File: config.mk
export PLATFORM = sky130hd
export DESIGN_NAME = stc_tick_counter
export DESIGN_NICKNAME = d
export VERILOG_FILES = /design/src/hdl/stc_pkg.sv /design/src/hdl/stc_tick_counter.sv
export SDC_FILE = /design/constraint.sdc
export NUM_CORES = 1
export LEC_CHECK = 0
export BUFFER_PORTS_ARGS = -buffer_cell sky130_fd_sc_hd__buf_2
export CAP_MARGIN = 20
export CORE_ASPECT_RATIO = 0.8
export CORE_MARGIN = 3
export CORE_UTILIZATION = 50
export DETAILED_ROUTE_END_ITERATION = 6
export MAX_ROUTING_LAYER = met4
export PLACE_DENSITY = 0.88
export SYNTH_ARGS = -nofsm -noshare
export SYNTH_HDL_FRONTEND = slang
export SYNTH_SLANG_ARGS = --single-unit
File: constraint.sdc
create_clock -name MCLK_IN -period 2.1 [get_ports MCLK_IN]
set_input_delay 0.105 -clock MCLK_IN [delete_from_list [all_inputs] [get_ports MCLK_IN]]
set_output_delay 0.105 -clock MCLK_IN [all_outputs]
set_load 0.02 [all_outputs]
File: src/hdl/stc_pkg.sv
// constants, register map and field layout of the subsecond tick counter
package stc_pkg;

    // ========================================
    // sizes
    localparam int CNT_WIDTH_DEF = 15;
    localparam int SYNC_STAGES_DEF = 3;
    localparam int TAP_LOW = 11;
    localparam int TAP_COUNT = 4;
    localparam int DATA_W = 32;
    localparam int ADDR_W = 5;
    localparam int SRC_COUNT = 2;

    // ========================================
    // clock rates
    localparam int SLOW_CLK_HZ = 32_768;
    localparam int MCLK_HZ = 100_000_000;
    localparam int MIN_OVERSAMPLE = 8;

    // ========================================
    // register byte offsets
    localparam logic [ADDR_W-1:0] CONTROL_OFS = 5'h00;
    localparam logic [ADDR_W-1:0] PERIPH_OFS = 5'h04;
    localparam logic [ADDR_W-1:0] IRQ_REQ_OFS = 5'h08;
    localparam logic [ADDR_W-1:0] IRQ_EN_OFS = 5'h0c;
    localparam logic [ADDR_W-1:0] IRQ_PRIO_OFS = 5'h10;
    localparam logic [ADDR_W-1:0] COUNT_OFS = 5'h14;

    // ========================================
    // field positions
    localparam int CLEAR_BIT = 0;
    localparam int GATE_BIT = 1;
    localparam int SEL_LO_BIT = 2;
    localparam int SEL_HI_BIT = 3;
    localparam int EXT_SEL_BIT = 4;
    localparam int FLAG_BIT = 0;
    localparam int PRIO0_BIT = 0;
    localparam int PRIO1_BIT = 1;

    // ========================================
    // reset and fill values
    localparam logic [7:0] CONTROL_RESET = 8'hf0;
    localparam logic [3:0] CONTROL_FILL = 4'hf;
    localparam logic [1:0] SEL_RESET = 2'h0;
    localparam logic [1:0] PRIO_RESET = 2'h0;
    localparam logic [DATA_W-1:0] READ_ZERO = 32'h0000_0000;

endpackage : stc_pkg

File: src/hdl/stc_tick_counter.sv
// subsecond tick counter with Avalon-MM registers and tick interrupt flags
//
// Behaviour
// - one tick counter, fifteen bits wide.
// - counter normally advances from the slow crystal clock, not the processor clock.
// - four tick periods: 1, 0.5, 0.25 and 0.125 seconds.
// - counting goes on through stop, halt and hold standby.
// - a tick request can wake the core from stop and halt.
// - writing one to bit 0 clears the counter; the bit then self-clears.
// - control bit 1 gates tick requests on or off.
// - control bits 2 and 3 choose counter bit 11 to 14 as tap.
// - upper four control bits ignore writes and read as one.
// - counter adds one at each falling edge of the slow clock.
// - every system reset clears the counter to zero.
// - peripheral control bit 4 takes the slow clock from the input pin.
// - each tick event sets the tick request flag.
// - an enable flag permits or blocks servicing of the tick request.
// - two priority flags give the tick request one of four levels.
//
// The implementer's own choices: the register addresses and the Avalon-MM register port.
`timescale 1ns/10ps
`default_nettype none

module stc_tick_counter
    import stc_pkg::*;
#(
    parameter int CNT_WIDTH = CNT_WIDTH_DEF,
    parameter int SYNC_STAGES = SYNC_STAGES_DEF
) (
    input wire logic MCLK_IN,
    input wire logic RESETN_IN,
    input wire logic SYS_RESET_IN,
    input wire logic SLOW_CRYSTAL_CLOCK_IN,
    input wire logic SLOW_CRYSTAL_INPUT_PIN_IN,
    input wire logic [ADDR_W-1:0] AVS_ADDRESS_IN,
    input wire logic AVS_READ_IN,
    input wire logic AVS_WRITE_IN,
    input wire logic [DATA_W-1:0] AVS_WRITEDATA_IN,
    input wire logic [3:0] AVS_BYTEENABLE_IN,
    output logic [DATA_W-1:0] AVS_READDATA_OUT,
    output logic AVS_WAITREQUEST_OUT,
    output logic TICK_IRQ_OUT,
    output logic [1:0] TICK_PRIORITY_OUT,
    output logic WAKE_OUT
);

    // ========================================
    // elaboration checks
    if (CNT_WIDTH < TAP_LOW + TAP_COUNT || CNT_WIDTH >= DATA_W) begin : g_bad_width
        $error("counter width cannot hold the tap bits");
    end
    if (SYNC_STAGES < SYNC_STAGES_DEF) begin : g_bad_sync
        $error("sampler needs at least three stages");
    end
    if (MCLK_HZ < SLOW_CLK_HZ * MIN_OVERSAMPLE) begin : g_bad_rate
        $error("core clock too slow to sample the slow clock");
    end

    // ========================================
    // declarations
    logic [SRC_COUNT-1:0] pin_raw;
    logic [SRC_COUNT-1:0] pin_fall;
    logic tick;
    logic [CNT_WIDTH-1:0] cnt_reg;
    logic [CNT_WIDTH-1:0] cnt_inc;
    logic [TAP_COUNT-1:0] tap;
    logic [TAP_COUNT-1:0] tap_inc;
    logic tap_sel_bit;
    logic tick_event;
    logic counter_clear_bit_reg;
    logic tick_irq_gate_reg;
    logic [1:0] period_select_reg;
    logic external_slow_clock_select_reg;
    logic tick_request_flag_reg;
    logic tick_enable_flag_reg;
    logic tick_priority_bit0_reg;
    logic tick_priority_bit1_reg;
    logic wait_reg;
    logic [DATA_W-1:0] rdata_reg;
    logic [DATA_W-1:0] rdata_next;
    logic irq_reg;
    logic wake_reg;
    logic [1:0] prio_reg;
    logic wr_fire;
    logic ctrl_wr;
    logic periph_wr;
    logic req_wr;
    logic en_wr;
    logic prio_wr;
    logic [7:0] ctrl_rd_val;

    // ========================================
    // slow clock sampling
    assign pin_raw = {SLOW_CRYSTAL_INPUT_PIN_IN, SLOW_CRYSTAL_CLOCK_IN};

    // each source: shift chain, level follows once the last two stages agree
    for (genvar gi = 0; gi < SRC_COUNT; gi++) begin : g_sync
        logic [SYNC_STAGES-1:0] sync_reg;
        logic level_reg;
        logic agree;

        always_ff @(posedge MCLK_IN or negedge RESETN_IN) begin
            if (!RESETN_IN) begin
                sync_reg <= '0;
            end else begin
                sync_reg <= {sync_reg[SYNC_STAGES-2:0], pin_raw[gi]};
            end
        end

        assign agree = sync_reg[SYNC_STAGES-1] == sync_reg[SYNC_STAGES-2];

        // filtered level of the pin
        always_ff @(posedge MCLK_IN or negedge RESETN_IN) begin
            if (!RESETN_IN) begin
                level_reg <= 1'b0;
            end else if (agree) begin
                level_reg <= sync_reg[SYNC_STAGES-1];
            end
        end

        // one-cycle pulse when the filtered level falls
        assign pin_fall[gi] = level_reg && agree && !sync_reg[SYNC_STAGES-1];
    end

    // source select: oscillator clock unless the input pin is chosen
    assign tick = external_slow_clock_select_reg ? pin_fall[1] : pin_fall[0];

    // ========================================
    // tick counter
    assign cnt_inc = cnt_reg + CNT_WIDTH'(1);

    // counts on every slow fall, standby has no say here
    always_ff @(posedge MCLK_IN or negedge RESETN_IN) begin
        if (!RESETN_IN) begin
            cnt_reg <= '0;
        end else if (SYS_RESET_IN) begin
            cnt_reg <= '0;
        end else if (counter_clear_bit_reg) begin
            cnt_reg <= '0;
        end else if (tick) begin
            cnt_reg <= cnt_inc;
        end
    end

    // ========================================
    // period tap and tick event
    assign tap = cnt_reg[TAP_LOW +: TAP_COUNT];
    assign tap_inc = cnt_inc[TAP_LOW +: TAP_COUNT];
    assign tap_sel_bit = tap[period_select_reg];

    // event when the chosen tap falls through counting
    assign tick_event = tick && !counter_clear_bit_reg && !SYS_RESET_IN
                        && tap_sel_bit && !tap_inc[period_select_reg]
                        && tick_irq_gate_reg;

    // ========================================
    // bus decode
    assign wr_fire = AVS_WRITE_IN && !wait_reg && AVS_BYTEENABLE_IN[0];
    assign ctrl_wr = wr_fire && AVS_ADDRESS_IN == CONTROL_OFS;
    assign periph_wr = wr_fire && AVS_ADDRESS_IN == PERIPH_OFS;
    assign req_wr = wr_fire && AVS_ADDRESS_IN == IRQ_REQ_OFS;
    assign en_wr = wr_fire && AVS_ADDRESS_IN == IRQ_EN_OFS;
    assign prio_wr = wr_fire && AVS_ADDRESS_IN == IRQ_PRIO_OFS;

    // ========================================
    // control register
    assign ctrl_rd_val = {CONTROL_FILL, period_select_reg,
                          tick_irq_gate_reg, counter_clear_bit_reg};

    // clear bit drops by itself at the edge that clears the counter
    always_ff @(posedge MCLK_IN or negedge RESETN_IN) begin
        if (!RESETN_IN) begin
            counter_clear_bit_reg <= CONTROL_RESET[CLEAR_BIT];
        end else if (SYS_RESET_IN) begin
            counter_clear_bit_reg <= CONTROL_RESET[CLEAR_BIT];
        end else if (ctrl_wr) begin
            counter_clear_bit_reg <= AVS_WRITEDATA_IN[CLEAR_BIT];
        end else if (counter_clear_bit_reg) begin
            counter_clear_bit_reg <= 1'b0;
        end
    end

    // gate and period select
    always_ff @(posedge MCLK_IN or negedge RESETN_IN) begin
        if (!RESETN_IN) begin
            tick_irq_gate_reg <= CONTROL_RESET[GATE_BIT];
            period_select_reg <= SEL_RESET;
        end else if (SYS_RESET_IN) begin
            tick_irq_gate_reg <= CONTROL_RESET[GATE_BIT];
            period_select_reg <= SEL_RESET;
        end else if (ctrl_wr) begin
            tick_irq_gate_reg <= AVS_WRITEDATA_IN[GATE_BIT];
            period_select_reg <= AVS_WRITEDATA_IN[SEL_HI_BIT:SEL_LO_BIT];
        end
    end

    // peripheral control: slow clock source
    always_ff @(posedge MCLK_IN or negedge RESETN_IN) begin
        if (!RESETN_IN) begin
            external_slow_clock_select_reg <= 1'b0;
        end else if (SYS_RESET_IN) begin
            external_slow_clock_select_reg <= 1'b0;
        end else if (periph_wr) begin
            external_slow_clock_select_reg <= AVS_WRITEDATA_IN[EXT_SEL_BIT];
        end
    end

    // ========================================
    // interrupt flags
    // request flag: event beats a write-one clear in the same cycle
    always_ff @(posedge MCLK_IN or negedge RESETN_IN) begin
        if (!RESETN_IN) begin
            tick_request_flag_reg <= 1'b0;
        end else if (SYS_RESET_IN) begin
            tick_request_flag_reg <= 1'b0;
        end else if (tick_event) begin
            tick_request_flag_reg <= 1'b1;
        end else if (req_wr && AVS_WRITEDATA_IN[FLAG_BIT]) begin
            tick_request_flag_reg <= 1'b0;
        end
    end

    // enable flag
    always_ff @(posedge MCLK_IN or negedge RESETN_IN) begin
        if (!RESETN_IN) begin
            tick_enable_flag_reg <= 1'b0;
        end else if (SYS_RESET_IN) begin
            tick_enable_flag_reg <= 1'b0;
        end else if (en_wr) begin
            tick_enable_flag_reg <= AVS_WRITEDATA_IN[FLAG_BIT];
        end
    end

    // priority flags
    always_ff @(posedge MCLK_IN or negedge RESETN_IN) begin
        if (!RESETN_IN) begin
            tick_priority_bit0_reg <= PRIO_RESET[PRIO0_BIT];
            tick_priority_bit1_reg <= PRIO_RESET[PRIO1_BIT];
        end else if (SYS_RESET_IN) begin
            tick_priority_bit0_reg <= PRIO_RESET[PRIO0_BIT];
            tick_priority_bit1_reg <= PRIO_RESET[PRIO1_BIT];
        end else if (prio_wr) begin
            tick_priority_bit0_reg <= AVS_WRITEDATA_IN[PRIO0_BIT];
            tick_priority_bit1_reg <= AVS_WRITEDATA_IN[PRIO1_BIT];
        end
    end

    // outputs toward the interrupt controller and power control
    always_ff @(posedge MCLK_IN or negedge RESETN_IN) begin
        if (!RESETN_IN) begin
            irq_reg <= 1'b0;
            wake_reg <= 1'b0;
            prio_reg <= PRIO_RESET;
        end else begin
            irq_reg <= tick_request_flag_reg && tick_enable_flag_reg;
            wake_reg <= tick_event && tick_enable_flag_reg;
            prio_reg <= {tick_priority_bit1_reg, tick_priority_bit0_reg};
        end
    end

    // ========================================
    // bus slave: one wait cycle on every access
    always_comb begin
        rdata_next = READ_ZERO;
        unique case (AVS_ADDRESS_IN)
            CONTROL_OFS: rdata_next[7:0] = ctrl_rd_val;
            PERIPH_OFS: rdata_next[EXT_SEL_BIT] = external_slow_clock_select_reg;
            IRQ_REQ_OFS: rdata_next[FLAG_BIT] = tick_request_flag_reg;
            IRQ_EN_OFS: rdata_next[FLAG_BIT] = tick_enable_flag_reg;
            IRQ_PRIO_OFS: rdata_next[1:0] = {tick_priority_bit1_reg, tick_priority_bit0_reg};
            COUNT_OFS: rdata_next[CNT_WIDTH-1:0] = cnt_reg;
            default: rdata_next = READ_ZERO; // unmapped reads zero
        endcase
    end

    // waitrequest drops for exactly one cycle per request
    always_ff @(posedge MCLK_IN or negedge RESETN_IN) begin
        if (!RESETN_IN) begin
            wait_reg <= 1'b1;
        end else begin
            wait_reg <= !((AVS_READ_IN || AVS_WRITE_IN) && wait_reg);
        end
    end

    // read data captured in the waiting cycle
    always_ff @(posedge MCLK_IN or negedge RESETN_IN) begin
        if (!RESETN_IN) begin
            rdata_reg <= READ_ZERO;
        end else if (AVS_READ_IN && wait_reg) begin
            rdata_reg <= rdata_next;
        end
    end

    assign AVS_READDATA_OUT = rdata_reg;
    assign AVS_WAITREQUEST_OUT = wait_reg;
    assign TICK_IRQ_OUT = irq_reg;
    assign TICK_PRIORITY_OUT = prio_reg;
    assign WAKE_OUT = wake_reg;
endmodule : stc_tick_counter

`default_nettype wire

==> flow_summary.yaml, run 1 <==
placement:
  dp_cells: 340
  place.gp.congestion: 0.9215
  port_buffers: 37
  pre_cts_slack_ns: 0.2900
  dp_hpwl_um: 3435
  placed_area_um2: 2683
clocking:
  post_cts_buffers: 0
  cts_buffers: 5
  cts_htree_levels: 2
  cts.path.max_buffers: 2
  cts_tree: "built"
  cts_resized: 0
  clk_latency_ns: 0.32
  path_clk_slew_ns: 0.09
  clkSinkCount: 52
  cts-root-buf: "clkbuf_8"
logic_synthesis:
  postSynthCellCount: 254
  ys_ff_latch: 52
  synthFlopType: "dfrtp_1"
  syn_area_per_cell_um2: 9.955
  ys_warn_count: 0
  syn_area_um2: 2529
  yosysSeqAreaShare: 0.5151
  synth_cell_types: 46
  synth_edf_count: 0
  async_reset_ff_frac: 1.000
timing:
  hold-worst-slack_ns: 0.03917
  min_period_ns: 1.835
  final_hold_viol_count: 0
  setup_viol: 0
  timing.final.max_slew_violations: 0
  tightest_slew_ns: 0.7655
  skew_ns: 0.01869
  setup_tns_ns: 0
  min_period_over_period: 0.8739
  fmax_mhz: 544.9
  rsz0062_at_grt: "no"
  max_slew_margin: 0.4884
  fin_ws_ns: 0.2648
die:
  rows: 22
  start_util: 0.5341
  die_h_um: 69.61
  fp.dieW_um: 85.51
  io_pins: 85
  die_area_um2: 5952
  core_um2: 4735
setup_path:
  worstPathBufferInverterCount: 0
  rrSetupSlack_ns: 0.26
  critPathLaunchType: "register"
  worstPathRequired_ns: 2.35
  critPathKind: "register to register"
  path_delay_family: "compound AO/OA/AOI/OAI gates"
  r2r_cells: 6
  crit_chain: "ha_1 > and4_1 > a41oi_1 > a311oi_1 > o2111ai_2 > a21oi_2"
  slowest_stage: "dfrtp_1"
  reg2reg_to: "tick_request_flag_reg"
  cp_max_fo: 4
  cp.arrival_ns: 2.09
  reg2reg_from: "cnt_reg[0]"
  max_stage_delay_ns: 0.42
  end_kind: "register"
power:
  p_leak_nw: 1.266
  power_frac_comb: 0.076
  peakVddDrop_mv: 0.4064
  p_seq_frac: 0.551
  switching_share: 0.2400
  internal_power_mw: 1.419
  report.power.total_mw: 1.868
  clkPwrFrac: 0.373
  power.density_nw_per_um2: 655.8
  p_sw_mw: 0.4482
route:
  drt_first_pass_iters: 4
  wl_per_cell_um: 13.32
  vias_per_cell: 5.178
  via_count: 1828
  initialDrtViolationCount: 115
  wl_um: 4702
  ant_nets: 0
  drc: 0
grt:
  antenna_found_initial: 0
  grtUsageTotal: 0.1703
  grt_max_degree: 53
  grt_pass1_wl_um: 7941
  grt_pass1_vias: 1713
  globalRouteOverflowTotal: 0
final_layout:
  syn2layout_area_growth_pct: 12.62
  nNetsFinal: 341
  stdcell_count: 353
  stdcell_area_um2: 2848
  final_common_cell: "dfrtp_1"
  drive_gt1_frac: 0.1980
  mostFrequentLayoutCells: "51 x dfrtp_1, 38 x nand2_1, 37 x buf_2"
  fin_util: 0.6015
  diodes: 0
worst_hold_path:
  whs_path_depth: 3
  min_to: "external_slow_clock_select_reg"
  hold_class: "input port to register"
  hold_start: "AVS_WRITEDATA_IN[4]"
status:
  status: "finished clean"
job:
  drv_cap: 0
-- kinds of logic after synthesis --
logic type | share of synthesized area
compound gates | 0.09501
xor+xnor | 0.04849
fa+ha+maj | 0.01286
buf+inv | 0.07471
flops | 0.5151
mux | 0.03959
other cells | 0.001483
simple gates | 0.2128
-- power groups by stage --
| stage | clock network [mW] | registers, mW | logic, mW |
|---|---|---|---|
| finish | 0.697 | 1.03 | 0.141 |
| floorplan | 0 | 1.05 | 0.0995 |
| global placement | 0 | 1.05 | 0.132 |
| global route | 0.747 | 1.03 | 0.158 |
| CTS | 0.717 | 1.03 | 0.142 |
| detailed placement | 0 | 1.05 | 0.134 |
-- how the worst max path moves through the flow --
stage,startpoint,end,slack [ns],depth (start not counted)
global route,cnt_reg[0],WAKE_OUT,0.16,6
detailed placement,cnt_reg[0],tick_request_flag_reg,0.29,6
floorplan,external_slow_clock_select_reg,cnt_reg[5],0.51,5
finish,cnt_reg[0],tick_request_flag_reg,0.26,6
global placement,cnt_reg[0],tick_request_flag_reg,0.33,6
CTS,cnt_reg[0],tick_request_flag_reg,0.27,6
-- tightest hold or removal path, cell delays in order --
cell     delay, ns
buf_2         0.08
mux2i_1       0.05
nor2_1        0.07
-- cell type report --
type | instances | area [um^2]
Tap cell | 60 | 75.07
Inverter | 2 | 7.507
Clock buffer | 5 | 68.82
Multi-Input combinational cell | 187 | 1097
Clock inverter | 3 | 46.29
Timing Repair Buffer | 44 | 250.2
Fill cell | 406 | 1887
Sequential cell | 52 | 1303
-- cells in the mapped netlist (all sizes together) (3+ instances only) --
| master | instances | share of area |
|---|---|---|
| or2 | 3 | 0.0074 |
| nor3 | 7 | 0.016 |
| nor2 | 30 | 0.045 |
| xnor2 | 8 | 0.028 |
| a21oi | 9 | 0.019 |
| buf | 20 | 0.058 |
| clkbuf | 9 | 0.013 |
| or3 | 3 | 0.0074 |
| xor2 | 6 | 0.021 |
| nand3 | 5 | 0.0099 |
| o21ai | 17 | 0.034 |
| and2 | 3 | 0.0074 |
| nor4b | 3 | 0.018 |
| nand4 | 3 | 0.0074 |
| dfrtp | 51 | 0.50 |
| mux2i | 10 | 0.040 |
| nand2 | 38 | 0.056 |
| nand3b | 3 | 0.0089 |
-- timing repair --
action	in CTS	in global routing
hold buffers	5	0
setup endpoints to repair	0	0
hold endpoints to repair	54	0
-- metal layers --
| layer | routed length, um | GRT usage |
|---|---|---|
| met5 | 0 | - |
| met4 | 67 | 0.06327 |
| met3 | 257 | 0.03800 |
| met2 | 2068 | 0.2534 |
| met1 | 2309 | 0.2278 |
Power figures use the tool's default switching activity.
==> run 2, diff against run 1 <==
--- a/config.mk
+++ b/config.mk
@@ -12,7 +12,8 @@
 export CORE_UTILIZATION = 50
 export DETAILED_ROUTE_END_ITERATION = 6
 export MAX_ROUTING_LAYER = met4
-export PLACE_DENSITY = 0.88
+export PLACE_DENSITY = 0.79
+export SLEW_MARGIN = 20
 export SYNTH_ARGS = -nofsm -noshare
 export SYNTH_HDL_FRONTEND = slang
 export SYNTH_SLANG_ARGS = --single-unit
==> run 2 against run 1 <==
  * First-iteration DRC count rose by 45%
  * Utilization fell by 0.29 points
  * Via count fell by 0.27%
  * Non-clock buffer count rose by 1
  * Critical path type unchanged
  * Critical endpoint unchanged
  * Largest cell class unchanged
==> flow_summary.yaml, run 2 (synthesized netlist as in run 1, its figures left out) <==
power:
  switching_share: 0.2444
  p_sw_mw: 0.4293
  report.power.total_mw: 1.757
  peakVddDrop_mv: 0.4203
  p_leak_nw: 1.256
  power_frac_comb: 0.082
  clkPwrFrac: 0.332
  power.density_nw_per_um2: 619.9
  p_seq_frac: 0.586
  internal_power_mw: 1.328
die:
  die_area_um2: 5952
  core_um2: 4735
  rows: 22
  start_util: 0.5341
  die_h_um: 69.61
  fp.dieW_um: 85.51
  io_pins: 85
timing:
  final_hold_viol_count: 0
  rsz0062_at_grt: "no"
  setup_tns_ns: 0
  fmax_mhz: 547.2
  tightest_slew_ns: 0.8862
  timing.final.max_slew_violations: 0
  skew_ns: 0.009885
  hold-worst-slack_ns: 0.04918
  min_period_ns: 1.828
  max_slew_margin: 0.4092
  min_period_over_period: 0.8703
  fin_ws_ns: 0.2724
  setup_viol: 0
final_layout:
  syn2layout_area_growth_pct: 12.07
  multi_input_area_um2: 1097
  nNetsFinal: 342
  nFillCells: 417
  stdcell_area_um2: 2834
  fin_util: 0.5986
  final_common_cell: "dfrtp_1"
  stdcell_count: 354
  regArea_um2: 1303
  drive_gt1_frac: 0.1973
  mostFrequentLayoutCells: "51 x dfrtp_1, 38 x nand2_1, 37 x buf_2"
  diodes: 0
grt:
  grtUsageTotal: 0.1749
  antenna_found_initial: 0
  grt_max_degree: 42
  grt_pass1_vias: 1714
  grt_use_met1: 0.2498
  grt_pass1_wl_um: 8045
  grt-busiest-layer: "met1"
  globalRouteMet3Util: 0.05463
  globalRouteOverflowTotal: 0
  met2_usage: 0.2448
setup_path:
  worstPathRequired_ns: 2.34
  critPathLaunch: "cnt_reg[0]"
  reg2reg_from: "cnt_reg[0]"
  crit_end: "tick_request_flag_reg"
  cp.arrival_ns: 2.07
  rrSetupSlack_ns: 0.27
  cp_max_fo: 4
  end_kind: "register"
  r2r_cells: 6
  reg2reg_to: "tick_request_flag_reg"
  critPathLaunchType: "register"
  critPathKind: "register to register"
clocking:
  cts_resized: 0
  path_clk_slew_ns: 0.09
  cts_tree: "built"
  cts_buffers: 5
  post_cts_buffers: 0
  clk_latency_ns: 0.30
  clkSinkCount: 52
  cts_htree_levels: 2
  cts.path.max_buffers: 2
  cts-root-buf: "clkbuf_8"
worst_hold_path:
  hold_class: "input port to register"
placement:
  dp_hpwl_um: 3484
  pre_cts_slack_ns: 0.2953
  dp_cells: 341
  port_buffers: 37
  place.gp.congestion: 0.8553
  placed_area_um2: 2690
route:
  ant_nets: 0
  vias_per_cell: 5.150
  wl_per_cell_um: 13.44
  drc: 0
  drt_first_pass_iters: 4
  wl_um: 4759
  initialDrtViolationCount: 167
  via_count: 1823
job:
  drv_cap: 0
status:
  status: "finished clean"
==> run 2: what timing repair did <==
action	4_1_cts	5_1_grt
hold endpoints to repair	41	0
setup endpoints to repair	0	0
hold buffers	5	0
==> run 2: cell type report <==
type                            instances  area share
Inverter                                2    0.002649
Clock inverter                          1    0.002649
Clock buffer                            7     0.03046
Timing Repair Buffer                   45     0.09095
Tap cell                               60     0.02649
Multi-Input combinational cell        187      0.3872
Sequential cell                        52      0.4596
==> run 2: worst min path at each step <==
stage                                          from                     to  slack, ns  depth (start not counted)
after global routing            AVS_WRITEDATA_IN[2]   period_select_reg[0]       0.06                          3
after global placement    SLOW_CRYSTAL_INPUT_PIN_IN  g_sync[1].sync_reg[0]       0.22                          1
after detailed placement  SLOW_CRYSTAL_INPUT_PIN_IN  g_sync[1].sync_reg[0]       0.21                          1
final                           AVS_WRITEDATA_IN[2]   period_select_reg[0]       0.05                          3
after CTS                       AVS_WRITEDATA_IN[3]   period_select_reg[1]       0.04                          3
after floorplan                           RESETN_IN    AVS_READDATA_OUT[0]      -0.19                          0
==> run 2: per-layer routing <==
layer / share of wire / wire (um)
met4: 0.0095 / 45
met3: 0.066 / 313
met2: 0.42 / 2008
met1: 0.50 / 2391
met5: 0 / 0
==> run 2: power groups by stage <==
stage                     Clock [mW]  Combinational [mW]  Sequential (mW)
final                          0.583               0.143             1.03
after global routing           0.641               0.161             1.03
after CTS                      0.604               0.144             1.03
after detailed placement           0               0.135             1.05
after global placement             0               0.133             1.05
after floorplan                    0              0.0995             1.05
==> run 2: critical path: stages (launching register included) <==
cell and delay [ns]:
dfrtp_1 0.43, ha_1 0.25, and4_1 0.26, a41oi_1 0.13, a311oi_1 0.33, o2111ai_2 0.23, a21oi_2 0.15
